<file path="src/pkg/nxa_pkg.sv">
// Purpose: constants for the nibble-exchange / exclusive-or datapath
// Assumes: one 10 MHz clock, synchronous active-high reset
// Notes: opcodes are the one-byte instruction codes seen on opcode_in
//
// Operation
// - exchange_digit swaps accumulator bits 3..0 with bits 3..0 of the RAM byte addressed by the pointer_register.
// - exchange_digit leaves bits 7..4 of the accumulator and of the RAM byte as they were and changes no status flag.
// - xor_bytes writes the bitwise exclusive-or of its two byte operands back into the destination.
// - no form of xor_bytes changes any status flag, carry, auxiliary carry and overflow included.
// - with the accumulator as destination the source is a bank register, a direct byte, an indirect RAM byte or a constant.
// - with a direct byte as destination the source is only the accumulator or a constant.
// - a port destination takes its original value from the output data latch, not from the pins.
// - a direct destination has exactly the bits set in the mask (constant or accumulator) inverted.
`default_nettype none

package nxa_pkg;

    // ----------------------------------------------------------------
    // opcodes
    // ----------------------------------------------------------------
    localparam logic [6:0] OPC_EXDIG_HI = 7'h6B;  // 1101_011i
    localparam logic [4:0] OPC_XA_REG_HI = 5'h0D;  // 0110_1rrr
    localparam logic [6:0] OPC_XA_IND_HI = 7'h33;  // 0110_011i
    localparam logic [7:0] OPC_XA_DIR = 8'h65;
    localparam logic [7:0] OPC_XA_IMM = 8'h64;
    localparam logic [7:0] OPC_XD_ACC = 8'h62;
    localparam logic [7:0] OPC_XD_IMM = 8'h63;

    // ----------------------------------------------------------------
    // reset values and address layout
    // ----------------------------------------------------------------
    localparam logic [7:0] ACC_RESET = 8'h00;
    localparam logic [2:0] BANK_BASE_HI = 3'h0;  // bank registers live at 00..1F

    typedef enum logic [1:0] {
        NXA_KIND_EXDIG,
        NXA_KIND_XOR_ACC,
        NXA_KIND_XOR_DIR
    } nxa_kind_t;

endpackage : nxa_pkg

`default_nettype wire

</file>
<file path="src/hdl/nxa_datapath.sv">
// Purpose: sequencer for exchange_digit and the six xor_bytes forms
// Assumes: memory port answers a read with data on the next cycle
// Notes: the accumulator is held here; status flags have no path out
`default_nettype none

module nxa_datapath
    import nxa_pkg::*;
(
    // clock and reset
    input wire logic ref_clk_in,
    input wire logic reset_in,
    // instruction request
    input wire logic start_in,
    input wire logic [7:0] opcode_in,
    input wire logic [7:0] operand1_in,
    input wire logic [7:0] operand2_in,
    input wire logic [1:0] bank_in,
    // accumulator load from the core
    input wire logic acc_load_in,
    input wire logic [7:0] acc_data_in,
    // memory port
    input wire logic [7:0] mem_rdata_in,
    output logic mem_rd_out,
    output logic mem_wr_out,
    output logic [7:0] mem_addr_out,
    output logic mem_indirect_out,
    output logic mem_latch_out,
    output logic [7:0] mem_wdata_out,
    // status
    output logic busy_out,
    output logic done_out,
    output logic illegal_out,
    output logic [7:0] acc_out
);

    typedef enum logic [2:0] {
        ST_IDLE,
        ST_RD_PTR,
        ST_RD_OPND,
        ST_EXEC,
        ST_WB
    } nxa_state_t;

    nxa_state_t state_reg, state_next;
    logic [7:0] op_reg;
    logic [7:0] dir_reg;
    logic [7:0] imm_reg;
    logic [7:0] addr_reg;
    logic [7:0] acc_reg;
    logic [7:0] wdata_reg;

    // --------------------------------------------------------------
    // decode
    // --------------------------------------------------------------
    wire logic idle = (state_reg == ST_IDLE);
    wire logic [7:0] op = idle ? opcode_in : op_reg;
    wire logic is_exdig = (op[7:1] == OPC_EXDIG_HI);
    wire logic is_xa_reg = (op[7:3] == OPC_XA_REG_HI);
    wire logic is_xa_ind = (op[7:1] == OPC_XA_IND_HI);
    wire logic is_xa_dir = (op == OPC_XA_DIR);
    wire logic is_xa_imm = (op == OPC_XA_IMM);
    wire logic is_xd_acc = (op == OPC_XD_ACC);
    wire logic is_xd_imm = (op == OPC_XD_IMM);
    wire logic is_xa = is_xa_reg | is_xa_ind | is_xa_dir | is_xa_imm;
    wire logic is_xd = is_xd_acc | is_xd_imm;
    wire logic indirect = is_exdig | is_xa_ind;
    wire logic legal = is_exdig | is_xa | is_xd;
    wire logic take = idle & start_in;
    wire nxa_kind_t kind = is_exdig ? NXA_KIND_EXDIG :
                           is_xd ? NXA_KIND_XOR_DIR : NXA_KIND_XOR_ACC;

    // --------------------------------------------------------------
    // addressing
    // --------------------------------------------------------------
    // the pointer and the bank registers live in the selected bank of the low RAM
    wire logic [7:0] ptr_addr = {BANK_BASE_HI, bank_in, 2'b00, op[0]};
    wire logic [7:0] reg_addr = {BANK_BASE_HI, bank_in, op[2:0]};
    wire logic [7:0] opnd_addr = indirect ? mem_rdata_in :
                                 is_xa_reg ? reg_addr : dir_reg;

    assign mem_rd_out = (state_reg == ST_RD_PTR) | (state_reg == ST_RD_OPND);
    assign mem_addr_out = (state_reg == ST_RD_PTR) ? ptr_addr :
                          (state_reg == ST_RD_OPND) ? opnd_addr : addr_reg;
    assign mem_indirect_out = indirect & ~idle;
    // read-modify-write of a port must see the latch, not the pin level
    assign mem_latch_out = (state_reg == ST_RD_OPND) & is_xd;
    assign mem_wr_out = (state_reg == ST_WB);
    assign mem_wdata_out = wdata_reg;

    // --------------------------------------------------------------
    // operand selection and result
    // --------------------------------------------------------------
    wire logic [7:0] src = is_xa_imm ? imm_reg :
                           is_xa ? mem_rdata_in :
                           is_xd_imm ? imm_reg : acc_reg;
    wire logic [7:0] acc_new;
    wire logic [7:0] mem_new;

    nxa_alu_core u_alu (
        .kind_in(kind),
        .acc_in(acc_reg),
        .mem_in(mem_rdata_in),
        .src_in(src),
        .acc_new_out(acc_new),
        .mem_new_out(mem_new)
    );

    // --------------------------------------------------------------
    // sequencer
    // --------------------------------------------------------------
    always_comb begin
        state_next = state_reg;
        unique case (state_reg)
            ST_IDLE: begin
                if (take && legal) begin
                    state_next = indirect ? ST_RD_PTR : is_xa_imm ? ST_EXEC : ST_RD_OPND;
                end
            end
            ST_RD_PTR: state_next = ST_RD_OPND;
            ST_RD_OPND: state_next = ST_EXEC;
            ST_EXEC: state_next = is_xa ? ST_IDLE : ST_WB;
            ST_WB: state_next = ST_IDLE;
            default: state_next = ST_IDLE;
        endcase
    end

    wire logic exec = (state_reg == ST_EXEC);
    // immediate of the three-byte form sits in the second operand byte
    wire logic [7:0] imm_pick = is_xd_imm ? operand2_in : operand1_in;

    always_ff @(posedge ref_clk_in) begin
        if (reset_in) begin
            state_reg <= ST_IDLE;
        end else begin
            state_reg <= state_next;
        end
    end

    always_ff @(posedge ref_clk_in) begin
        if (take) begin
            op_reg <= opcode_in;
            dir_reg <= operand1_in;
            imm_reg <= imm_pick;
        end
        if (state_reg == ST_RD_OPND) begin
            addr_reg <= opnd_addr;
        end
        if (exec) begin
            wdata_reg <= mem_new;
        end
    end

    // status flags are not part of this datapath and are never written
    always_ff @(posedge ref_clk_in) begin
        if (reset_in) begin
            acc_reg <= ACC_RESET;
        end else if (exec && !is_xd) begin
            acc_reg <= acc_new;
        end else if (idle && acc_load_in) begin
            acc_reg <= acc_data_in;
        end
    end

    assign acc_out = acc_reg;
    assign busy_out = ~idle;
    assign done_out = (exec & is_xa) | mem_wr_out;
    assign illegal_out = take & ~legal;
endmodule : nxa_datapath // nxa_datapath

`default_nettype wire

</file>
<file path="src/hdl/nxa_alu_core.sv">
// Purpose: combinational result logic for exchange_digit and xor_bytes
// Assumes: operands already selected by the sequencer
// Notes: no flag outputs exist, so status can never be disturbed here
`default_nettype none

module nxa_alu_core
    import nxa_pkg::*;
(
    // operation
    input wire nxa_kind_t kind_in,
    // operands
    input wire logic [7:0] acc_in,
    input wire logic [7:0] mem_in,
    input wire logic [7:0] src_in,
    // results
    output logic [7:0] acc_new_out,
    output logic [7:0] mem_new_out
);

    // --------------------------------------------------------------
    // results
    // --------------------------------------------------------------
    wire logic [7:0] exdig_acc = {acc_in[7:4], mem_in[3:0]};
    wire logic [7:0] exdig_mem = {mem_in[7:4], acc_in[3:0]};

    assign acc_new_out = (kind_in == NXA_KIND_EXDIG) ? exdig_acc :
                         (kind_in == NXA_KIND_XOR_ACC) ? (acc_in ^ src_in) : acc_in;
    assign mem_new_out = (kind_in == NXA_KIND_EXDIG) ? exdig_mem : (mem_in ^ src_in);

endmodule : nxa_alu_core // nxa_alu_core

`default_nettype wire

</file>
<file path="config.mk">
export PLATFORM = sky130hd
export DESIGN_NAME = nxa_datapath
export DESIGN_NICKNAME = d
export VERILOG_FILES = /design/src/pkg/nxa_pkg.sv /design/src/hdl/nxa_datapath.sv /design/src/hdl/nxa_alu_core.sv
export SDC_FILE = /design/constraint.sdc
export NUM_CORES = 1
export LEC_CHECK = 0
export ABC_AREA = 1
export BUFFER_PORTS_ARGS = -buffer_cell sky130_fd_sc_hd__buf_2
export CAP_MARGIN = 10
export CORE_MARGIN = 4
export CORE_UTILIZATION = 45
export CTS_CLUSTER_SIZE = 12
export DETAILED_ROUTE_END_ITERATION = 10
export HOLD_SLACK_MARGIN = 0.06
export MAX_ROUTING_LAYER = met4
export PLACE_DENSITY = 0.69
export RECOVER_POWER = 25
export SYNTH_ARGS = -nofsm -noshare
export SYNTH_HDL_FRONTEND = slang
export SYNTH_SLANG_ARGS = --single-unit
</file>
<file path="constraint.sdc">
create_clock -name ref_clk_in -period 2.2 [get_ports ref_clk_in]
set_input_delay 0.44 -clock ref_clk_in [delete_from_list [all_inputs] [get_ports ref_clk_in]]
set_output_delay 0.44 -clock ref_clk_in [all_outputs]
set_load 0.02 [all_outputs]
</file>
# Word-level counts from Yosys, hierarchy flattened
# Index checks and enable logic that the tools add are counted.
dict set report totals {
  output_inout_bits 31
  reg_bits 51
  input_bits 46
  wordCells 72
}
dict set report classes {
  bitwise 18
  n_eq_ne 16
  reduce_logical 9
  mux 21
}
# cell n
set op_table {}
lappend op_table {{2-to-1 mux 8 bit} 14}
lappend op_table {{equality test 8 x 7 -> 1 bit (second input constant)} 4}
lappend op_table {{bitwise XOR 8 bit} 2}
lappend op_table {{one-hot mux 3 bit (4 select lines)} 1}
lappend op_table {{bitwise OR 1 bit} 9}
lappend op_table {{equality test 7 x 6 -> 1 bit (second input constant)} 1}
lappend op_table {{equality test 7 bit (second input constant)} 1}
lappend op_table {{equality test 3 x 2 -> 1 bit (second input constant)} 2}
lappend op_table {{2-to-1 mux 2 bit} 3}
lappend op_table {{2-to-1 mux 3 bit} 2}
lappend op_table {{AND 1 bit} 5}
lappend op_table {{equality test 5 x 4 -> 1 bit (second input constant)} 1}
lappend op_table {{!= test 2 x 1 -> 1 bit (second input constant)} 2}
lappend op_table {{equality test 3 x 1 -> 1 bit (second input constant)} 1}
lappend op_table {{equality test 3 bit (second input constant)} 1}
lappend op_table {{logical AND 1 bit} 3}
lappend op_table {{zero test 3 bit} 1}
lappend op_table {{!= test 3 x 1 -> 1 bit (second input constant)} 1}
lappend op_table {{AND reduction 3 bit} 1}
lappend op_table {{equality test 2 x 1 -> 1 bit (second input constant)} 1}
lappend op_table {{zero test 2 bit} 1}
lappend op_table {{!= test 2 bit (second input constant)} 1}
lappend op_table {{NOT 1 bit} 2}
lappend op_table {{AND reduction 2 bit} 1}
lappend op_table {{3 further kinds} 3}

# Logic depth before layout (Yosys ltp)
# Gate-level depths: netlist (run 1).
dict set report logic_depth {
  ltp_word 12
  depth_mapped 16
  depth_no_buf 15
}

# Modules after synthesis
# Synthesis (run 1) repeated with hierarchy kept, for this count alone.
dict set report unflattened {
  hier_cells 417
  area_unflattened_um2 3193.1
}
# module instances cells_each area_per_inst_um2
set by_module_without_submodules {}
lappend by_module_without_submodules {nxa_datapath 1 355 2822.7}
lappend by_module_without_submodules {nxa_alu_core 1 62 370.4}

# Worst setup path before layout (run 1)
# Ideal clock, no wire load.
dict set report synth_path {
  kind {register -> output}
  from {reg state_reg[1]}
  to {out illegal_out}
  stages_incl_launch_ff 12
  arrival_time_ps 2015
  slack_ps -255
  cell_sequence {dfxtp_1 > nor2_4 > nand2_4 > buf_6 > nand2_1 > nand2_1 > nand2_2 > nor2_8 > nand2_1 > buf_2 > nand3_2 > nor4_1}
}
dict set report synth_via {
  elab_chain_cells 10
  word_cells_on_any_way 18
}
# item line_no
set synth_lines {}
lappend synth_lines {{start, declared} nxa_datapath.sv:44} ;# nxa_state_t state_reg, state_next;
lappend synth_lines {{start signal, assigned} nxa_datapath.sv:135} ;# state_reg <= state_next;
lappend synth_lines {{zero test 3 bit *} nxa_datapath.sv:55} ;# wire logic idle = (state_reg == ST_IDLE);
lappend synth_lines {{2-to-1 mux 8 bit} nxa_datapath.sv:56} ;# wire logic [7:0] op = idle ? opcode_in : op_reg;
lappend synth_lines {{equality test 7 x 6 -> 1 bit / equality test 5 x 4 -> 1 bit (equally long branches)} {nxa_datapath.sv:59, nxa_datapath.sv:58}}
lappend synth_lines {{bitwise OR 1 bit (3 in series)} nxa_datapath.sv:64} ;# wire logic is_xa = is_xa_reg | is_xa_ind | is_xa_dir | is_xa_imm;
lappend synth_lines {{bitwise OR 1 bit (2 in series)} nxa_datapath.sv:67} ;# wire logic legal = is_exdig | is_xa | is_xd;
lappend synth_lines {{NOT 1 bit} nxa_datapath.sv:167} ;# assign illegal_out = take & ~legal;
lappend synth_lines {{AND 1 bit *} nxa_datapath.sv:167}
lappend synth_lines {{end, declared} nxa_datapath.sv:32} ;# output logic illegal_out,
# Mark *: on every way between the ends. The rest lies on a longest branch, timed or not.

# Worst setup path after layout (run 1)
dict set report layout_path {
  from {reg state_reg[0]}
  to {out mem_addr_out[3]}
}
dict set report layout_via {
  elab_chain_cells 7
  word_cells_on_any_way 12
}
# item line_no
set layout_lines {}
lappend layout_lines {{zero test 3 bit} nxa_datapath.sv:55}
lappend layout_lines {{2-to-1 mux 8 bit} nxa_datapath.sv:56}
lappend layout_lines {{equality test 7 bit (tied with other cells)} nxa_datapath.sv:57} ;# wire logic is_exdig = (op[7:1] == OPC_EXDIG_HI);
lappend layout_lines {{bitwise OR 1 bit / 2-to-1 mux 8 bit (equally long branches)} {nxa_datapath.sv:66, nxa_datapath.sv:79}}
lappend layout_lines {{2-to-1 mux 8 bit} nxa_datapath.sv:78} ;# wire logic [7:0] opnd_addr = indirect ? mem_rdata_in :
lappend layout_lines {{2-to-1 mux 8 bit} -}
lappend layout_lines {{2-to-1 mux 8 bit *} nxa_datapath.sv:82} ;# assign mem_addr_out = (state_reg == ST_RD_PTR) ? ptr_addr :
lappend layout_lines {{end, declared} nxa_datapath.sv:25} ;# output logic [7:0] mem_addr_out,
# Marked as above.

==> metrics.txt, run 1 <==
status finished with violations; post-synth top area share 31.97%; Clock Sink Count 51; nets 559; H-tree depth 2; library cells used by synthesis 34; hold slack 314.0 ps; clock share of power 20.9%; fmax 350.2 MHz; CTS Root Buffer Type clkbuf_8; Synthesis Warnings 0; worst min path class input pin to register; die width 89.72 um; core box area 6422 um2; fraction of registers with async set/reset 0%; Initial Util 46.80%; hold-critical path depth 1; max-cap violations 0; Final Skew 6.127 ps; cts bufs inserted 5; failing checks setup timing; post-DP HPWL 6.315 mm; Setup crit end kind output pin; crit path kind register to output pin; internal power consumption 1878 uW; drt first-iter violations 229; PD cells 588.0 nW/um2; insertion delay to the later sink of the worst-skew pair 310 ps; I/O pins 77; Mean Syn Cell Area 8.145 um2; first-pass GRT wire length 13.46 mm; Design Area, Final 4723 um2; worst vdd ir 631.7 uV; IO Port Bufs 76; placed cell area 3836 um2; Clock Pin Slew Worst Setup and Hold Paths 100 ps; Crit path top cell by count nand2_2; Seq/Total Area, Yosys 44.63%; Main synth FF type edfxtp_1; number of diodes 0; arrival time at the worst endpoint 2420 ps; R2R Path End mem_wdata_out[3]; pin count of the biggest net entering global routing 25; Post-synth EDFFs 32; synthesized net count 415; leakage power 0.002269 uW; top cells by count, synth nand2_1 (93), nand3_1 (45), inv_1 (35); initial antenna violation count 0; crit path time final 2855 ps; data required time at the worst endpoint 1760 ps; startpoint type of the worst setup path register; Worst path slowest cell dfxtp_2; switching share of power 32.37%; Reg2Reg Setup Slack -480 ps; CP max FO 6; worst r2r path cells 19; gr usage total 20.90%; net switching power 899.2 uW; total die area 8050 um2; CP max stage delay 350 ps; Synth area leaders edfxtp_1 (32%), dfxtp_1 (13%), nand2_1 (12%), nand3_1 (7.5%), a21oi_1 (5.2%); largest area contributor in the netlist edfxtp_1; Logic pwr share 35.8%; Area Growth Syn to Fin 57.16%; mapped cell area 3005 um2; First-pass DRT Iterations 5; max_slew headroom 62.12%; most common cell in the netlist nand2_1; Seq cells post-synth 51; row count 29; vias in the first global route 2,819; final setup margin -655.2 ps; antenna viol nets, final 0; Hold Path Sink dir_reg[6]; HP Start operand1_in[6]; Cell Chain, Critical Path nor2_4 -> buf_12 -> nand3b_1 -> nand2_2 -> nand2_2 -> nor2_4 -> nand2_2 -> nand2_4 -> inv_2 -> o21ai_2 -> a21oi_2 -> o21ai_1 -> nand2_1 -> o21ai_2 -> buf_6; remaining global-route overflow 0; clk buf depth 2; RSZ-0062 raised after global routing true; Die Ht 89.72 um; Final Wtd Congestion 0.8808; Final Hold Vio Count 0; register share of total power 43.3%; hold bufs inserted after CTS 0; Via Count 3,330; Routed WL per cell 16.91 um; Final period util 129.8%; reg2reg start state_reg[0]; DRC Markers 0; final wirelength 9.993 mm; layout cells sized above 1 54.86%; Setup-failing EPs final 37; via/cell ratio 5.635; Post-Syn Instances 369; worst-margin pin slew 563.8 ps; Final Max Tran Viols 0; CTS tree yes
metrics by stage:
step	power [uW]	util [%]	setup slack [ps]	TNS, ps	cells
after floorplan	1718	-	-98.40	-110.2	369
after global placement	1949	59.73	-156.6	-1288	558
after detailed placement	1963	59.73	-220.8	-2345	558
after CTS	2626	64.11	-507.0	-5820	572
after global routing	2902	73.54	-734.0	-18450	591
final	2777	73.54	-655.2	-14820	591
placed cells by master (no fill, tap or decap), drive strengths merged, types with 5 or more instances in the layout:
cell,instances
a2bb2oi,5
nand3,47
mux2,8
edfxtp,32
nand2,107
nor2,16
dfxtp,19
nand3b,8
clkbuf,17
inv,39
a21oi,32
nor3,5
buf,136
o21ai,30
per-layer routing:
metal | GRT usage [%] | vias to the layer above | wire length, um
li1 | - | 1536 | -
met1 | 26.78 | 1565 | 4020
met2 | 33.90 | 191 | 4926
met3 | 4.424 | 38 | 702
met4 | 5.492 | 0 | 343
met5 | - | - | 0
how the worst max path moves through the flow:
stage,startpoint,endpoint,slack [ps]
3_3_place_gp,opcode_in[3],mem_addr_out[1],-160
6_report,state_reg[0],mem_addr_out[3],-660
3_5_place_dp,state_reg[0],mem_addr_out[1],-220
5_1_grt,state_reg[0],mem_addr_out[1],-730
2_1_floorplan,state_reg[0],mem_addr_out[1],-100
4_1_cts,state_reg[1],mem_addr_out[5],-510
repair_timing:
action	CTS	global route
endpoints found under the setup margin	26	37
gates cloned	0	2
gates resized for setup	42	118
setup buffers	6	17
pin swaps	6	49
critical path: cells and delay by family, from the launching register on:
kind | cells | cell delay, ps
and+or+nand+nor | 8 | 1050
AOI/OAI and AO/OA | 4 | 380
DFF | 1 | 350
buffers and inverters | 3 | 330
final cells by class:
type                    instances  area (um2)
multi-input cells             269        1964
fillers                       445        1699
flip-flops and latches         51        1344
repair buffers                147        1074
inverters                      39       151.4
well taps                      77       96.34
clock buffers                   6       82.58
clock inverters                 2       11.26
power groups by stage:
stage | combinational, uW | clock [uW] | sequential [uW]
final | 996 | 580 | 1200
after detailed placement | 749 | 0 | 1210
after global placement | 739 | 0 | 1210
after global routing | 1080 | 612 | 1210
after floorplan | 503 | 0 | 1210
after CTS | 845 | 586 | 1190
cells by family (layout without fill, tap and decap cells):
logic type,count (synthesis),count (layout),synth area share [%]
buffers and inverters,50,194,7.577
and+or+nand+nor,188,189,30.68
DFF,51,51,44.63
muxes,8,8,2.998
AOI/OAI and AO/OA,68,68,12.95
xor gates and xnor gates,4,4,1.166
Note: power is estimated with default switching activity, not from simulation.
==> run 2: changes to the inputs <==
--- a/config.mk
+++ b/config.mk
@@ -16,6 +16,7 @@
 export MAX_ROUTING_LAYER = met4
 export PLACE_DENSITY = 0.69
 export RECOVER_POWER = 25
+export SETUP_SLACK_MARGIN = 0.3
 export SYNTH_ARGS = -nofsm -noshare
 export SYNTH_HDL_FRONTEND = slang
 export SYNTH_SLANG_ARGS = --single-unit
==> metrics.txt, run 2 (synthesis gave the netlist of run 1 again) <==
final wirelength 11.04 mm (was 9.993 mm); end point of the critical path mem_addr_out[7] (was mem_addr_out[3]); total die area 8050 um2 (unchanged); arrival time at the worst endpoint 2380 ps (was 2420 ps); PD cells 606.7 nW/um2 (was 588.0 nW/um2); insertion delay to the later sink of the worst-skew pair 320 ps (was 310 ps); Setup crit end kind output pin (unchanged); Setup-failing EPs final 38 (was 37); worst r2r path cells 20 (was 19); Final Max Tran Viols 0 (unchanged); number of diodes 0 (unchanged); Clock Sink Count 51 (unchanged); cts bufs inserted 5 (unchanged); reg2reg start state_reg[0] (unchanged); CP max FO 6 (unchanged); R2R Path End acc_out[0] (was mem_wdata_out[3]); initial antenna violation count 0 (unchanged); Final Skew 10.04 ps (was 6.127 ps); commonest non-fill, non-tap cell in the layout buf_4; net switching power 966.5 uW (was 899.2 uW); leakage power 0.002307 uW (was 0.002269 uW); hold bufs inserted after CTS 0 (unchanged); Reg2Reg Setup Slack -400 ps (was -480 ps); RSZ-0062 raised after global routing true (unchanged); CTS tree yes (unchanged); first-pass GRT wire length 15.35 mm (was 13.46 mm); Final Wtd Congestion 0.8754 (was 0.8808); register share of total power 40.7% (was 43.3%); H-tree depth 2 (unchanged); Initial Util 46.80% (unchanged); Cell Chain, Critical Path nor2_4 -> buf_12 -> buf_12 -> nand3b_1 -> nand2_2 -> nand2_2 -> nor2_4 -> nand2_2 -> nand2_4 -> buf_6 -> a21oi_1 -> a2bb2oi_2 -> and2_4 -> buf_6 (was nor2_4 -> buf_12 -> nand3b_1 -> nand2_2 -> nand2_2 -> nor2_4 -> nand2_2 -> nand2_4 -> inv_2 -> o21ai_2 -> a21oi_2 -> o21ai_1 -> nand2_1 -> o21ai_2 -> buf_6); crit path time final 2821 ps (was 2855 ps); final core occ 76.17% (was 73.54%); Logic pwr share 36.3% (was 35.8%); Area Growth Syn to Fin 62.78% (was 57.16%); post-DP HPWL 6.300 mm (was 6.315 mm); clock share of power 23.1% (was 20.9%); layout cells sized above 1 57.55% (was 54.86%); worst min path class input pin to register (unchanged); Via Count 3,422 (was 3,330); fmax 354.4 MHz (was 350.2 MHz); Final Hold Vio Count 0 (unchanged); antenna viol nets, final 0 (unchanged); final setup margin -621.4 ps (was -655.2 ps); crit path from state_reg[0] (unchanged); Clock Pin Slew Worst Setup and Hold Paths 100 ps (about the same); pin count of the biggest net entering global routing 25 (unchanged); placed cell area 3906 um2 (was 3836 um2); die width 89.72 um (unchanged); max-cap violations 0 (unchanged); worst-margin pin slew 701.9 ps (was 563.8 ps); via/cell ratio 5.703 (was 5.635); IO Port Bufs 76 (unchanged); crit path kind register to output pin (unchanged); internal power consumption 2002 uW (was 1878 uW); drt first-iter violations 286 (was 229); row count 29 (unchanged); Final period util 128.2% (was 129.8%); startpoint type of the worst setup path register (unchanged); gr usage total 23.72% (was 20.90%); clk buf depth 2 (unchanged); most frequent cells in the layout buf_4 (58), nand2_1 (50), buf_2 (50) (was buf_2 (55), buf_4 (55), nand2_1 (54)); Design Area, Final 4892 um2 (was 4723 um2); worst vdd ir 551.9 uV (was 631.7 uV); Crit path top cell by count nand2_2 (unchanged); CTS Root Buffer Type clkbuf_8 (unchanged); nets 568 (was 559); DRC Markers 0 (unchanged); CP max stage delay 350 ps (about the same); Routed WL per cell 18.41 um (was 16.91 um); I/O pins 77 (unchanged); First-pass DRT Iterations 5 (unchanged); max_slew headroom 52.85% (was 62.12%); status finished with violations (unchanged); switching share of power 32.56% (was 32.37%); failing checks setup timing (unchanged); core box area 6422 um2 (unchanged); Die Ht 89.72 um (unchanged); Worst path slowest cell dfxtp_2 (unchanged); remaining global-route overflow 0 (unchanged); vias in the first global route 3,220 (was 2,819); data required time at the worst endpoint 1760 ps (about the same)
## run 2: changes by cell type in the layout (fill, tap and decap cells not counted), moves of 4 or more
cell	delta
a21oi_1	-4
buf_2	-5
buf_6	+8
nand2_1	-4
nand2_2	+9
nand2_4	-6
nand3_1	+5
o21ai_0	-4
## run 2: cell type report
| cell class | instances | area (um2) |
|---|---|---|
| clock inverters | 3 | 43.79 |
| fillers | 393 | 1530 |
| flip-flops and latches | 51 | 1345 |
| multi-input cells | 270 | 2013 |
| clock buffers | 5 | 68.82 |
| well taps | 77 | 96.34 |
| inverters | 39 | 153.9 |
| repair buffers | 155 | 1171 |
## run 2: repair_timing
action                                 4_1_cts  5_1_grt
resized for setup                           92       91
setup endpoints to repair                   41       48
cloned                                       2        1
pin swaps                                   14       41
buffers inserted                            11       12
endpoints found under the hold margin        0        0
## run 2: metal layers
layer	global-route usage [%]	routed length (um)	vias up
met5	-	0	-
met4	7.535	456	0
met3	3.422	861	54
met2	40.73	5510	213
met1	28.93	4214	1600
li1	-	-	1555
## run 2: worst min-delay path by stage
| stage | from | endpoint | slack (ps) | cells past startpoint |
|---|---|---|---|---|
| 2_1_floorplan | addr_reg[1] | addr_reg[1] | 440 | 2 |
| 3_3_place_gp | addr_reg[1] | addr_reg[1] | 450 | 2 |
| 3_5_place_dp | addr_reg[1] | addr_reg[1] | 460 | 2 |
| 4_1_cts | operand1_in[0] | dir_reg[0] | 310 | 1 |
| 5_1_grt | operand1_in[2] | dir_reg[2] | 310 | 1 |
| 6_report | operand1_in[5] | dir_reg[5] | 310 | 1 |
## run 2: worst max-delay path: cells and delay by family (launching register included)
| kind | cells | cell delay (ps) |
|---|---|---|
| AO/OA/AOI/OAI | 2 | 240 |
| buffers and inverters | 4 | 510 |
| flip-flops | 1 | 350 |
| AND/OR/NAND/NOR | 8 | 960 |
## run 2: through the flow
stage	hold WS [ps]	cells	total power, uW	setup TNS, ps	setup slack (ps)
after floorplan	439.3	369	1735	-121.0	-98.37
after global placement	452.0	566	1977	-2066	-191.9
after detailed placement	455.8	566	1991	-3342	-290.3
after CTS	308.8	587	2820	-6856	-529.6
after global routing	305.3	600	3083	-17590	-758.6
final	309.3	600	2968	-13390	-621.4
## run 2: power groups by stage
stage	Clock (uW)	Sequential (uW)	Combinational [uW]
after floorplan	0	1210	521
final	685	1210	1080
after CTS	678	1200	946
after global placement	0	1210	769
after global routing	714	1220	1150
after detailed placement	0	1210	780
